--- config.mk ---
export PLATFORM = sky130hd
export DESIGN_NAME = module_register_address_decode
export DESIGN_NICKNAME = d
export VERILOG_FILES = /design/src/core/addr_decode_pkg.sv /design/src/core/module_register_address_decode.sv
export VERILOG_INCLUDE_DIRS = /design/src /design/src/core
export SDC_FILE = /design/constraint.sdc
export NUM_CORES = 1
export LEC_CHECK = 0
export BUFFER_PORTS_ARGS = -buffer_cell sky130_fd_sc_hd__buf_2
export CELL_PAD_IN_SITES_DETAIL_PLACEMENT = 0
export CELL_PAD_IN_SITES_GLOBAL_PLACEMENT = 1
export CORE_ASPECT_RATIO = 0.6
export CORE_UTILIZATION = 30
export CTS_BUF_LIST = sky130_fd_sc_hd__clkbuf_4
export CTS_CLUSTER_SIZE = 12
export DETAILED_ROUTE_END_ITERATION = 8
export GPL_ROUTABILITY_DRIVEN = 0
export HOLD_SLACK_MARGIN = 0.06
export PLACE_DENSITY_LB_ADDON = 0.1
export SLEW_MARGIN = 25
export SYNTH_ARGS = -nofsm -noshare
export SYNTH_HDL_FRONTEND = slang
export SYNTH_SLANG_ARGS = --single-unit
--- constraint.sdc ---
create_clock -name clk -period 1.9 [get_ports clk]
set_input_delay 0.095 -clock clk [delete_from_list [all_inputs] [get_ports clk]]
set_output_delay 0.095 -clock clk [all_outputs]
set_load 0.05 [all_outputs]
--- src/core/addr_decode_params.svh ---
`ifndef ADDR_DECODE_PARAMS_SVH
`define ADDR_DECODE_PARAMS_SVH
`define ADDR_W          24
`define DATA_W          16
`define REG_HI_PATTERN  3'h7
`define REG_WIN_LO      12'h000
`define REG_WIN_MSB     23
`define REG_WIN_LSB     20
`define SPACE_USER_DATA 3'h1
`define SPACE_USER_PROG 3'h2
`define SPACE_SUP_DATA  3'h5
`define SPACE_SUP_PROG  3'h6
`define RESET_VEC_ADDR  24'h000000
`define VBR_RESET       24'h000000
`endif

--- src/core/addr_decode_pkg.sv ---
`default_nettype none
package addr_decode_pkg;
  typedef enum logic [1:0] {
    TGT_NONE     = 2'h0,
    TGT_INTERNAL = 2'h1,
    TGT_EXTERNAL = 2'h2,
    TGT_REFUSED  = 2'h3
  } target_t;
  typedef enum logic [2:0] {
    ST_IDLE   = 3'h1,
    ST_ACCESS = 3'h2,
    ST_VECTOR = 3'h4
  } state_t;
endpackage
`default_nettype wire

--- src/core/module_register_address_decode.sv ---
`timescale 1ns/1ps
`default_nettype none
`include "addr_decode_params.svh"
module module_register_address_decode
  import addr_decode_pkg::*;
#(
  parameter int ADDR_W = `ADDR_W,
  parameter int DATA_W = `DATA_W
) (
  // Clock and reset
  input  wire logic              clk,
  input  wire logic              arst_n,
  // Configuration
  input  wire logic              register_block_relocate,
  input  wire logic [ADDR_W-1:0] vector_table_base,
  // Processor request
  input  wire logic              req_valid,
  input  wire logic [ADDR_W-1:0] req_addr,
  input  wire logic              req_write,
  input  wire logic [DATA_W-1:0] req_wdata,
  input  wire logic              req_supervisor,
  input  wire logic              req_program,
  input  wire logic              req_vector,
  input  wire logic              req_reset_vector,
  input  wire logic [9:0]        req_vector_offset,
  // Internal module register map, combinational lookup on the offset
  output logic [11:0]            map_offset,
  input  wire logic              map_implemented,
  input  wire logic              map_reserved,
  input  wire logic              map_supervisor_only,
  // Decoded cycle
  output logic                   cyc_valid_ff,
  output logic [ADDR_W-1:0]      cyc_addr_ff,
  output logic                   cyc_write_ff,
  output logic [DATA_W-1:0]      cyc_wdata_ff,
  output logic [2:0]             access_space_code_ff,
  output logic                   cyc_internal_ff,
  output logic                   cyc_external_ff,
  output logic                   cyc_refused_ff
);
  state_t              state_ff;
  state_t              nxt_state;
  logic [ADDR_W-1:0]   nxt_addr;
  logic [2:0]          nxt_space;
  target_t             nxt_target;
  logic                in_window;

  function automatic logic [2:0] space_code(input logic sup, input logic prog);
    if (sup && prog) return `SPACE_SUP_PROG;
    else if (sup)    return `SPACE_SUP_DATA;
    else if (prog)   return `SPACE_USER_PROG;
    else             return `SPACE_USER_DATA;
  endfunction

  // Address and space formation
  always_comb begin
    nxt_addr  = req_addr;
    nxt_space = space_code(req_supervisor, req_program);
    if (req_vector) begin
      if (req_reset_vector) begin
        nxt_addr  = `RESET_VEC_ADDR;
        nxt_space = `SPACE_SUP_PROG;
      end else begin
        nxt_addr  = vector_table_base + ADDR_W'({req_vector_offset, 2'b00});
        nxt_space = `SPACE_SUP_DATA;
      end
    end
  end

  // Window match; the 4 KB block is the top 4 KB of the M111 megabyte
  assign in_window  = (nxt_addr[`REG_WIN_MSB:`REG_WIN_LSB] == {register_block_relocate, `REG_HI_PATTERN}) &&
                      (nxt_addr[19:12] == 8'hff);
  assign map_offset = nxt_addr[11:0];

  // Target selection; reserved wins so nothing leaks outside
  always_comb begin
    if (!in_window) begin
      nxt_target = TGT_EXTERNAL;
    end else if (map_reserved) begin
      nxt_target = TGT_NONE;
    end else if (!map_implemented) begin
      nxt_target = TGT_EXTERNAL;
    end else if (map_supervisor_only && !nxt_space[2]) begin
      nxt_target = TGT_REFUSED;
    end else begin
      nxt_target = TGT_INTERNAL;
    end
  end

  // Decode state mirrors the request kind; no state waits, so requests may run back to back
  always_comb begin
    nxt_state = ST_IDLE;
    case (state_ff)
      ST_IDLE, ST_ACCESS, ST_VECTOR: begin
        if (req_valid) begin
          nxt_state = req_vector ? ST_VECTOR : ST_ACCESS;
        end
      end
      default: begin
        nxt_state = ST_IDLE;
      end
    endcase
  end

  always_ff @(posedge clk or negedge arst_n) begin
    if (!arst_n) state_ff <= ST_IDLE;
    else         state_ff <= nxt_state;
  end

  // One cycle of registered decode latency; bus path is 24/16 bits
  always_ff @(posedge clk or negedge arst_n) begin
    if (!arst_n) begin
      cyc_valid_ff         <= 1'b0;
      cyc_addr_ff          <= '0;
      cyc_write_ff         <= 1'b0;
      cyc_wdata_ff         <= '0;
      access_space_code_ff <= `SPACE_SUP_PROG;
      cyc_internal_ff      <= 1'b0;
      cyc_external_ff      <= 1'b0;
      cyc_refused_ff       <= 1'b0;
    end else begin
      cyc_valid_ff         <= req_valid;
      cyc_addr_ff          <= nxt_addr;
      cyc_write_ff         <= req_write && !req_vector;
      cyc_wdata_ff         <= req_wdata;
      access_space_code_ff <= nxt_space;
      cyc_internal_ff      <= req_valid && nxt_target == TGT_INTERNAL;
      cyc_external_ff      <= req_valid && nxt_target == TGT_EXTERNAL;
      cyc_refused_ff       <= req_valid && nxt_target == TGT_REFUSED;
    end
  end

  // Assertions
  a_reserved_stays_in: assert property (@(posedge clk) disable iff (!arst_n)
    (req_valid && in_window && map_reserved) |=> !cyc_external_ff)
    else $error("reserved region forwarded externally");
  a_unused_goes_out: assert property (@(posedge clk) disable iff (!arst_n)
    (req_valid && in_window && !map_reserved && !map_implemented) |=> cyc_external_ff)
    else $error("unused register address not forwarded");
  a_window_low_map: assert property (@(posedge clk) disable iff (!arst_n)
    (req_valid && !req_vector && !register_block_relocate && req_addr[23:12] == 12'h7ff && map_implemented &&
     !map_reserved && !map_supervisor_only) |=> cyc_internal_ff)
    else $error("low window not decoded");
  a_window_high_map: assert property (@(posedge clk) disable iff (!arst_n)
    (req_valid && !req_vector && register_block_relocate && req_addr[23:12] == 12'h7ff) |=> !cyc_internal_ff)
    else $error("window decoded at wrong relocation");
  a_user_refused: assert property (@(posedge clk) disable iff (!arst_n)
    cyc_internal_ff |-> access_space_code_ff[2] || !$past(map_supervisor_only))
    else $error("user access reached supervisor-only register");
  a_vector_sum: assert property (@(posedge clk) disable iff (!arst_n)
    (req_valid && req_vector && !req_reset_vector) |=>
      cyc_addr_ff == $past(vector_table_base) + {$past(req_vector_offset), 2'b00})
    else $error("vector address not base plus offset");
  a_vector_space: assert property (@(posedge clk) disable iff (!arst_n)
    (req_valid && req_vector) |=> access_space_code_ff == ($past(req_reset_vector) ? 3'h6 : 3'h5))
    else $error("vector fetch in wrong space");
  a_reset_fixed: assert property (@(posedge clk) disable iff (!arst_n)
    (req_valid && req_reset_vector && req_vector) |=> cyc_addr_ff == 24'h000000)
    else $error("reset vector not at fixed location");
  a_space_code: assert property (@(posedge clk) disable iff (!arst_n)
    (req_valid && !req_vector && !req_supervisor && req_program) |=> access_space_code_ff == 3'h2)
    else $error("user program space code wrong");
  a_one_target: assert property (@(posedge clk) disable iff (!arst_n)
    $onehot0({cyc_internal_ff, cyc_external_ff, cyc_refused_ff}))
    else $error("more than one target selected");

  // Window placement
  a_window_moved: assert property (@(posedge clk) disable iff (!arst_n)
    (req_valid && !req_vector && register_block_relocate && req_addr[23:12] == 12'hfff && map_implemented &&
     !map_reserved && !map_supervisor_only) |=> cyc_internal_ff)
    else $error("relocated window not decoded");
  a_outside_external: assert property (@(posedge clk) disable iff (!arst_n)
    (req_valid && !in_window) |=> cyc_external_ff)
    else $error("access outside the window not sent out");
  a_reserved_quiet: assert property (@(posedge clk) disable iff (!arst_n)
    (req_valid && in_window && map_reserved) |=> cyc_valid_ff && !cyc_internal_ff && !cyc_refused_ff)
    else $error("reserved region given a target");

  // Bus path and latency
  a_valid_follows: assert property (@(posedge clk) disable iff (!arst_n)
    1'b1 |=> cyc_valid_ff == $past(req_valid))
    else $error("cycle valid not one cycle after request");
  a_addr_passes: assert property (@(posedge clk) disable iff (!arst_n)
    (req_valid && !req_vector) |=> cyc_addr_ff == $past(req_addr) && cyc_wdata_ff == $past(req_wdata))
    else $error("address or data altered on the way");
  a_state_tracks: assert property (@(posedge clk) disable iff (!arst_n)
    cyc_valid_ff == (state_ff != ST_IDLE))
    else $error("cycle valid disagrees with decode state");
  a_flags_idle: assert property (@(posedge clk) disable iff (!arst_n)
    !cyc_valid_ff |-> !(cyc_internal_ff || cyc_external_ff || cyc_refused_ff))
    else $error("target flag without a cycle");

  // Protection and vectors
  a_user_denied: assert property (@(posedge clk) disable iff (!arst_n)
    (req_valid && !req_vector && !req_supervisor && in_window && map_implemented && !map_reserved &&
     map_supervisor_only) |=> cyc_refused_ff)
    else $error("user access to supervisor-only register not refused");
  a_vector_reads: assert property (@(posedge clk) disable iff (!arst_n)
    (state_ff == ST_VECTOR) |-> !cyc_write_ff && access_space_code_ff[2])
    else $error("vector fetch not a supervisor read");

  // Space codes
  a_user_data_code: assert property (@(posedge clk) disable iff (!arst_n)
    (req_valid && !req_vector && !req_supervisor && !req_program) |=> access_space_code_ff == 3'h1)
    else $error("user data space code wrong");
  a_sup_data_code: assert property (@(posedge clk) disable iff (!arst_n)
    (req_valid && !req_vector && req_supervisor && !req_program) |=> access_space_code_ff == 3'h5)
    else $error("supervisor data space code wrong");
  a_sup_prog_code: assert property (@(posedge clk) disable iff (!arst_n)
    (req_valid && !req_vector && req_supervisor && req_program) |=> access_space_code_ff == 3'h6)
    else $error("supervisor program space code wrong");
endmodule
`default_nettype wire

After elaboration in Yosys (flattened, before gate mapping)

Index checks and enable logic that the tools add are counted.

Mux-type cells: 11
Equal/unequal tests: 5
Reductions and logical operators: 9
$add $sub $neg: 1

Operator list:

| cell                                           | number |
|---|---|
| 2-to-1 mux 24 bit                              | 2 |
| adder 24 x 12 -> 24 bit                        | 1 |
| 2-to-1 mux 2 bit                               | 6 |
| 2-to-1 mux 3 bit                               | 3 |
| == test 8 bit (second input constant)          | 1 |
| logical AND 1 bit                              | 7 |
| == test 2 bit (second input constant)          | 2 |
| == test 4 bit                                  | 1 |
| == test 2 x 1 -> 1 bit (second input constant) | 1 |
| logical NOT 1 bit                              | 2 |

Logic and storage cells: 34
Output and inout port bits: 60
Register bits after elaboration: 48
Input port bits: 86

Logic depth before layout (Yosys ltp)

Gate-level depths: netlist of run 1.

Depth after elaboration: 12
Gate-level depth with buffers: 10
Gate-level depth less buffers: 10

Worst setup path after synthesis of run 1

Ideal clock, no wire load.

Path type: input to register
From: input vector_table_base[2]
To: register cyc_external_ff
Slack: -560 ps
Arrival time: 2,330 ps
Data required time: 1,771 ps
Stages on the path: 10
Library setup time: 129 ps
Path buffers: 0
Cell sequence: ha_1 -> inv_1 -> fa_1 -> nand2b_1 -> a211oi_4 -> o21ai_2 -> or3_1 -> a32oi_1 -> nand4_1 -> o41a_1

Longest elaborated chain between the ends: 8
Elaborated cells on any way between the ends: 9
Classes of those cells: 1 x add/sub; 3 x eq/ne; 3 x mux; 2 x reduce/logical

RTL lines:

| item                                                  | RTL line                                                                   | text |
|---|---|---|
| from (decl)                                           | module_register_address_decode.sv:15                                       | `input wire logic [ADDR_W-1:0] vector_table_base,` |
| adder 24 x 12 -> 24 bit *                             | module_register_address_decode.sv:64                                       | `nxt_addr = vector_table_base + ADDR_W'({req_vector_offset, 2'b00});` |
| 2-to-1 mux 24 bit *                                   | module_register_address_decode.sv:60                                       | `if (req_reset_vector) begin` |
| 2-to-1 mux 24 bit *                                   | module_register_address_decode.sv:59                                       | `if (req_vector) begin` |
| == test 8 bit / == test 4 bit (equally long branches) | module_register_address_decode.sv:72, module_register_address_decode.sv:71 |  |
| logical AND 1 bit *                                   | module_register_address_decode.sv:71                                       | `` assign in_window = (nxt_addr[`REG_WIN_MSB:`REG_WIN_LSB] == {register_block_relocate, `REG_HI_PATTERN}) && `` |
| 2-to-1 mux 2 bit *                                    | module_register_address_decode.sv:77                                       | `if (!in_window) begin` |
| == test 2 bit *                                       | module_register_address_decode.sv:128                                      | `cyc_external_ff <= req_valid && nxt_target == TGT_EXTERNAL;` |
| logical AND 1 bit *                                   | module_register_address_decode.sv:128                                      |  |
| to (signal assigned)                                  | module_register_address_decode.sv:119                                      | `cyc_external_ff <= 1'b0;` |
| to (signal assigned)                                  | module_register_address_decode.sv:128                                      |  |
| to (decl)                                             | module_register_address_decode.sv:38                                       | `output logic cyc_external_ff,` |

Every way passes the cells marked *; elsewhere a longest branch is shown, timed or not.

Worst setup path in the final report of run 1

From: input req_vector_offset[0]
To: register cyc_external_ff

Longest elaborated chain between the ends: 8
Elaborated cells on any way between the ends: 9
Classes of those cells: 1 x add/sub; 3 x eq/ne; 3 x mux; 2 x reduce/logical

RTL lines:

| item                                                  | RTL line                                                                   | text |
|---|---|---|
| from (decl)                                           | module_register_address_decode.sv:25                                       | `input wire logic [9:0] req_vector_offset,` |
| adder 24 x 12 -> 24 bit *                             | module_register_address_decode.sv:64                                       |  |
| 2-to-1 mux 24 bit *                                   | module_register_address_decode.sv:60                                       |  |
| 2-to-1 mux 24 bit *                                   | module_register_address_decode.sv:59                                       |  |
| == test 8 bit / == test 4 bit (equally long branches) | module_register_address_decode.sv:72, module_register_address_decode.sv:71 |  |
| logical AND 1 bit *                                   | module_register_address_decode.sv:71                                       |  |
| 2-to-1 mux 2 bit *                                    | module_register_address_decode.sv:77                                       |  |
| == test 2 bit *                                       | module_register_address_decode.sv:128                                      |  |
| logical AND 1 bit *                                   | module_register_address_decode.sv:128                                      |  |

Marks and branches as above.

==> metrics.md, run 1 <==
| Metric | Value |
|---|---|
| Final instance area | `4746 µm²` |
| Gate Count Post-Synth | `about 270` |
| N_diodes | `0` |
| Gate power share | `44.5%` |
| Largest net degree at the start of global routing | `27` |
| Max Buffers Root-to-Sink | `2` |
| Max frequency | `~470 MHz` |
| Top Ports | `around 150` |
| Run status | `complete, but fails checks` |
| Element type at the critical path end | `flip-flop` |
| Clk slew on worst S/H paths | `around 0.15 ns` |
| Die width | `roughly 130 µm` |
| Vias in the first global route | `about 3000` |
| Post-synth top flop | `dfrtp_1` |
| Setup TNS | `-0.7660 ns` |
| Hold Path Cell Cnt | `3` |
| Main combinational cell family by area after synthesis | `compound AO/OA/AOI/OAI gates` |
| Die Y-Extent | `75.90 µm` |
| Max IR drop VDD | `between 200 and 300 µV` |
| TritonCTS clock tree | `built` |
| CP arrival | `between 2 and 2.5 ns` |
| # DRC | `28` |
| Hold Worst Slack | `between 0.08 and 0.09 ns` |
| Mean Syn Cell Area | `about 10 µm²` |
| Clock share of power | `between 10% and 20%` |
| Vias per inst | `approximately 4.8` |
| Pwr Total | `approximately 2.9 mW` |
| Final net count | `between 600 and 700` |
| RSZ-0062 raised after global routing | `true` |
| Internal power | `between 1.5 and 2 mW` |
| Sink Count | `48` |
| Clock Tree Root | `clkbuf_4` |
| Failing checks | `DRC, setup timing` |
| Worst Tran Pin Value | `between 0.5 and 0.6 ns` |
| Critical path class | `primary input to flip-flop` |
| DP HPWL | `~7700 µm` |
| Mux share of post-synthesis cell area | `approximately 1.5%` |
| Worst Path Buf+Inv | `2` |
| Post-synthesis simple-gate area fraction | `between 10% and 20%` |
| Layout cells sized above 1 | `50.19%` |
| Grt total ovfl | `0` |
| Vias | `3022` |
| IO buf count | `around 150` |
| Global-route wire length before repair | `15480 µm` |
| Max Slew Vio Count | `0` |
| Leak | `roughly 2.4 nW` |
| WP depth | `11` |
| Sw Share | `39.26%` |
| NetSw | `1.122 mW` |
| Rel. slew slack | `between 60% and 70%` |
| Final antenna-violating net count | `0` |
| Worst hold path class | `primary input to flip-flop` |
| Core ar. | `8653 µm²` |
| Fin crit period | `2.106 ns` |
| CP Max Fanout | `4` |
| Synth Area in Compound Gates | `between 20 and 25%` |
| Pre-antenna DRT Iters | `6` |
| Ys async rst share | `100.0%` |
| Distinct cells, synth | `58` |
| Layout area overhead | `73.83%` |
| Final wirelength | `10030 µm` |
| Final number of hold-violating endpoints | `0` |
| Final Cycle Share | `110.8%` |
| DR WL/cell | `between 15 and 20 µm` |
| Max stage delay on crit path | `0.41 ns` |
| Yosys warns | `0` |
| Initial antenna violation count | `0` |
| GRT Max-Usage Layer | `met2` |
| CP Data Required Time | `2.16 ns` |
| CP Launch Type | `primary input` |
| Flop pwr share | `38.9%` |
| Net Count, Synth | `about 370` |
| DP Area | `between 3000 and 4000 µm²` |
| Met3 usage | `about 3.2%` |
| CP Cell Sequence | `buf_8 > ha_4 > inv_2 > fa_2 > nand2b_4 > a211oi_4 > o21ai_2 > or3_1 > a32oi_1 > nand4_1 > o41a_1` |
| Worst min-delay path endpoint | `cyc_addr_ff[12]` |
| Met1 Usage GRT | `approximately a third` |
| DIE AREA | `around 9500 µm²` |
| Global routing usage on met2 | `approximately a third` |
| Pwr/cell area | `602.3 nW/µm²` |
| Tot GR Track Use | `around a fifth` |
| Synth Register Bits | `48` |
| Final setup violation count | `5` |
| H-tree levels | `2` |
| Post-synth EDFFs | `0` |
| Num CTS Buffers | `5` |
| Mapped Area | `roughly 2700 µm²` |
| Hold path startpoint | `vector_table_base[12]` |
| Post-synthesis adder-cell area fraction | `~5.3%` |
| Worst setup margin | `-0.2061 ns` |
| Starting Density | `a little under a third` |
| Worst path top cell family by delay | `compound AO/OA/AOI/OAI gates` |
| Max-Cap Viols | `0` |
| Initial drt markers | `between 200 and 300` |
| Post-synthesis sequential area ratio | `between 40% and 50%` |
| Xor/xnor share of the synthesized area | `roughly 2.2%` |
| CP max-delay cell | `or3_1` |
| Row cnt | `26` |
==> tightest hold or removal path, delay by kind of cell <==
| family | cells | cell delay, ns |
|---|---|---|
| AND/OR/NAND/NOR | 2 | 0.18 |
| buffers and inverters | 1 | 0.13 |
==> sequential cells by signal, indices dropped and copies added, names as in the netlist <==
name,count
cyc_wdata_ff,16
access_space_code_ff,3
cyc_write_ff,1
cyc_internal_ff,1
cyc_external_ff,1
cyc_valid_ff,1
cyc_refused_ff,1
cyc_addr_ff,24
==> kinds of logic after synthesis <==
kind of cell | count (synthesis)
flops | 48
simple gates | 86
xor+xnor | 7
fa+ha+maj | 11
mux | 4
compound gates | 78
buf+inv | 40
==> worst max path at each step <==
stage                                    start         endpoint  slack (ns)
final                     req_vector_offset[0]  cyc_external_ff       -0.21
after global placement    vector_table_base[2]  cyc_external_ff       -0.60
after floorplan           vector_table_base[2]  cyc_external_ff       -0.40
after detailed placement  vector_table_base[2]   cyc_refused_ff       -0.66
after CTS                 req_vector_offset[0]  cyc_external_ff       -0.17
after global routing      req_vector_offset[0]  cyc_internal_ff       -0.27
==> cell usage after synthesis, types with 3 or more instances <==
library cell,count,area share (%)
o21ai_0,7,1.3
or3_1,4,0.92
o21a_1,4,1.1
nand4_1,6,1.4
buf_2,3,0.55
nand2_1,21,2.9
buf_4,13,3.6
a22oi_1,3,0.82
nor2b_1,4,0.92
o211ai_1,6,1.6
a32oi_1,3,0.96
dfrtp_1,46,42
inv_1,17,2.3
nor3_1,8,1.5
nor4_1,5,1.1
clkbuf_1,4,0.55
nor2_1,16,2.2
a22o_1,8,2.6
mux2i_1,3,1.1
buf_6,3,1.2
a32o_1,3,1.1
a21boi_0,3,0.82
nand2b_1,4,0.92
xnor2_1,5,1.6
nand3_1,12,2.2
ha_1,10,4.6
a31oi_1,5,1.1
a21oi_1,8,1.5
==> timing repair <==
item / in CTS / in global routing
endpoints found under the hold margin: 64 / 0
setup endpoints to repair: 9 / 8
resized for setup: 30 / 16
hold buffers: 46 / 0
buffers inserted: 4 / 1
pin swaps: 23 / 21
==> power by group through the flow <==
stage | registers [mW] | logic (mW) | clock network, mW
after detailed placement | 1.13 | 1.11 | 0
after global placement | 1.13 | 1.11 | 0
final | 1.11 | 1.27 | 0.477
after floorplan | 1.39 | 0.444 | 0
after global routing | 1.12 | 1.36 | 0.544
after CTS | 1.11 | 1.24 | 0.504
==> stage by stage <==
step	setup WS, ns	instances	utilization (%)
after floorplan	-0.3988	274	-
after global placement	-0.6012	574	45.91
after detailed placement	-0.6564	574	45.91
after CTS	-0.1731	632	54.05
after global routing	-0.2682	632	54.84
final	-0.2061	632	54.84
==> layout make-up <==
cell class	instances	area [µm²]
clock buffer	5	37.54
clock inverter	3	17.52
fill	816	3908
inverter	17	63.81
multi-input combinational	186	1501
sequential	48	1204
tap	112	140.1
timing repair buffer	261	1782
==> cell usage in the layout, fill, tap and decap left out, types with 7 or more instances in the layout <==
| cell | Yosys | layout |
|---|---|---|
| nor3_1 | 8 | 7 |
| nor2_1 | 16 | 16 |
| buf_2 | 3 | 135 |
| buf_4 | 13 | 70 |
| dfrtp_1 | 46 | 46 |
| buf_6 | 3 | 8 |
| dlygate4sd3_1 | 0 | 46 |
| a22o_1 | 8 | 8 |
| inv_1 | 17 | 15 |
| nand2_1 | 21 | 20 |
| nand3_1 | 12 | 10 |
==> routing by layer <==
metal,vias to the layer above,wire (µm)
met5,-,0
met4,0,74
met3,7,713
met2,116,4317
met1,1407,4929
li1,1492,-
No activity file was read; power rests on OpenSTA's default activity.
==> run 2, diff against run 1 <==
--- a/config.mk
+++ b/config.mk
@@ -6,11 +6,12 @@
 export SDC_FILE = /design/constraint.sdc
 export NUM_CORES = 1
 export LEC_CHECK = 0
+export ABC_AREA = 1
 export BUFFER_PORTS_ARGS = -buffer_cell sky130_fd_sc_hd__buf_2
 export CELL_PAD_IN_SITES_DETAIL_PLACEMENT = 0
 export CELL_PAD_IN_SITES_GLOBAL_PLACEMENT = 1
 export CORE_ASPECT_RATIO = 0.6
-export CORE_UTILIZATION = 30
+export CORE_UTILIZATION = 35
 export CTS_BUF_LIST = sky130_fd_sc_hd__clkbuf_4
 export CTS_CLUSTER_SIZE = 12
 export DETAILED_ROUTE_END_ITERATION = 8
==> constraint.sdc (replaced) <==
create_clock -name clk -period 2.51 [get_ports clk]
set_input_delay 0.1255 -clock clk [delete_from_list [all_inputs] [get_ports clk]]
set_output_delay 0.1255 -clock clk [all_outputs]
set_load 0.05 [all_outputs]
==> metrics.md, run 2 <==
| Metric | Value |
|---|---|
| Final number of hold-violating endpoints | `0` |
| Gate Count Post-Synth | `roughly 380` |
| CP arrival | `around 2.2 ns` |
| Most frequent cells in the layout | `buf_2, nand2_1, inv_1, dlygate4sd3_1, dfrtp_1` |
| IO buf count | `145` |
| Grt total ovfl | `0` |
| Final setup violation count | `0` |
| TritonCTS clock tree | `built` |
| Core ar. | `roughly 8000 µm²` |
| Sink Count | `48` |
| Yosys warns | `0` |
| Element type at the critical path end | `primary output` |
| Tot GR Track Use | `a little under a quarter` |
| Clk slew on worst S/H paths | `roughly 0.14 ns` |
| Post-synth top flop | `dfrtp_1` |
| Critical path class | `primary input to primary output` |
| Mapped Area | `roughly 2900 µm²` |
| Leak | `2.408 nW` |
| Initial antenna violation count | `0` |
| RSZ-0062 raised after global routing | `false` |
| Initial drt markers | `roughly 180` |
| Post-synthesis sequential area ratio | `41.66%` |
| Row cnt | `25` |
| Vias in the first global route | `2993` |
| Flop pwr share | `between 30% and 40%` |
| Sw Share | `roughly 40%` |
| CP Cell Sequence | `buf_2 > ha_1 > inv_1 > fa_1 > inv_1 > nand3_1 > nand3_1 > nand2_1 > nand2_1 > xnor2_1 > o31ai_1 > buf_2` |
| Net Count, Synth | `between 400 and 500` |
| Distinct cells, synth | `34` |
| Clock share of power | `between 20 and 25%` |
| Fin crit period | `2.274 ns` |
| Top Ports | `between 100 and 150` |
| Worst hold path class | `primary input to flip-flop` |
| Run status | `completed` |
| H-tree levels | `2` |
| Num CTS Buffers | `5` |
| Max FFs per register | `24` |
| Global-route wire length before repair | `approximately 15000 µm` |
| Max IR drop VDD | `182.1 µV` |
| Mean Syn Cell Area | `around 7.6 µm²` |
| DP HPWL | `about 7500 µm` |
| Most common cell after layout, fill and taps aside | `buf_2` |
| Leading area contributor after synthesis | `dfrtp_1` |
| Max Slew Vio Count | `0` |
| CP max-delay cell | `fa_1` |
| Die Y-Extent | `about 72 µm` |
| Pwr/cell area | `490.0 nW/µm²` |
| NetSw | `roughly 0.83 mW` |
| Largest net degree at the start of global routing | `26` |
| Max Buffers Root-to-Sink | `2` |
| Rel. slew slack | `between 60% and 70%` |
| Clock Tree Root | `clkbuf_4` |
| Pre-antenna DRT Iters | `4` |
| Hold Worst Slack | `0.09546 ns` |
| Max stage delay on crit path | `0.40 ns` |
| Final antenna-violating net count | `0` |
| Final Cycle Share | `between 90 and 100%` |
| Max frequency | `~440 MHz` |
| Synth area leaders | `dfrtp_1, nand2_1, inv_1` |
| Vias | `~3100` |
| Setup TNS | `0 ns` |
| Biggest register | `cyc_addr_ff` |
| CP Max Fanout | `4` |
| Die width | `119.3 µm` |
| DR WL/cell | `approximately 14 µm` |
| Starting Density | `around 36%` |
| Layout area overhead | `49.72%` |
| CP Data Required Time | `between 2 and 2.5 ns` |
| N_diodes | `0` |
| Vias per inst | `~4.5` |
| Max-Cap Viols | `0` |
| Layout cells sized above 1 | `33.51%` |
| Post-synth EDFFs | `0` |
| Final wirelength | `roughly 9500 µm` |
| Final net count | `slightly below 700` |
| Gate power share | `approximately two fifths` |
| Yosys top cell area share | `39.84%` |
| Most common cell in the synthesized netlist | `nand2_1` |
| Internal power | `between 1 and 1.5 mW` |
| DIE AREA | `approximately 8600 µm²` |
| Worst Tran Pin Value | `approximately 0.54 ns` |
| CP Launch Type | `primary input` |
| Ys async rst share | `100.0%` |
| # DRC | `0` |
| Synth top cells by count | `nand2_1, inv_1, dfrtp_1` |
| Top Registers | `cyc_addr_ff: 24 flops, cyc_wdata_ff: 16 flops, access_space_code_ff: 3 flops` |
| Synth Register Bits | `between 40 and 50` |
-- run 2: cell types whose count changed after synthesis, moves of 6 or more --
| cell | previous run | this run |
|---|---|---|
| nand2_2 | 0 | 13 |
| inv_1 | 17 | 56 |
| nand2_1 | 21 | 121 |
| nand3_2 | 0 | 6 |
| nor2_1 | 16 | 22 |
| nand3_1 | 12 | 35 |
-- run 2: what timing repair did --
action                                  4_1_cts  5_1_grt
endpoints found under the setup margin        0        1
setup buffers                                 0        2
hold buffers                                 55        0
gates resized for setup                       0        2
endpoints found under the hold margin        70        0
-- run 2: stage by stage --
stage	setup slack (ns)	power [mW]	std cells	cell area, µm²	util [%]
detailed placement	0.1912	1.584	622	3671	46.20
floorplan	0.6024	1.366	382	2889	-
CTS	0.08161	2.129	685	4302	54.14
finish	0.2360	2.119	687	4325	54.44
global route	0.05654	2.241	687	4325	54.44
global placement	0.3030	1.579	622	3671	46.20
-- run 2: layout make-up --
cell class | count | area, µm²
clock buffers | 5 | 37.54
clock inverters | 3 | 42.54
fillers | 797 | 3620
inverters | 59 | 225.2
multi-input cells | 259 | 1355
flip-flops and latches | 48 | 1204
well taps | 108 | 135.1
repair buffers | 205 | 1326
-- run 2: power groups by stage --
| stage | Clock (mW) | Sequential (mW) | Combinational [mW] |
|---|---|---|---|
| CTS | 0.485 | 0.839 | 0.805 |
| floorplan | 0 | 1.04 | 0.321 |
| finish | 0.471 | 0.839 | 0.809 |
| global route | 0.522 | 0.844 | 0.875 |
| global placement | 0 | 0.852 | 0.727 |
| detailed placement | 0 | 0.853 | 0.730 |
-- run 2: path summary, 6_finish.rpt --
kind                       slack, ns                       to  cells past startpoint                   from
max                             0.24           map_offset[10]                     12   vector_table_base[2]
max in group asynchronous       1.47  access_space_code_ff[1]                      3                 arst_n
min in group asynchronous       0.24          cyc_wdata_ff[5]                      2                 arst_n
min                              0.1          cyc_addr_ff[23]                      4  vector_table_base[23]
-- run 2: worst max-delay path: cells and delay by family --
family,cells,cell delay [ns]
simple gates,4,0.36
fa+ha+maj,2,0.61
xor+xnor,1,0.12
compound gates,1,0.28
buf+inv,4,0.65
-- run 2: kinds of logic after synthesis --
group	count (synthesis)	synth area share [%]
simple gates	222	34.99
buf+inv	75	11.61
flops	48	41.66
compound gates	22	5.500
fa+ha+maj	11	5.024
xor+xnor	4	1.213
-- run 2: routing by layer --
metal | part of all wire (%) | track usage, %
met4 | 0.41 | 4.722
met1 | 52 | 36.34
met5 | 0 | 0
met2 | 40 | 33.33
met3 | 8.0 | 4.324
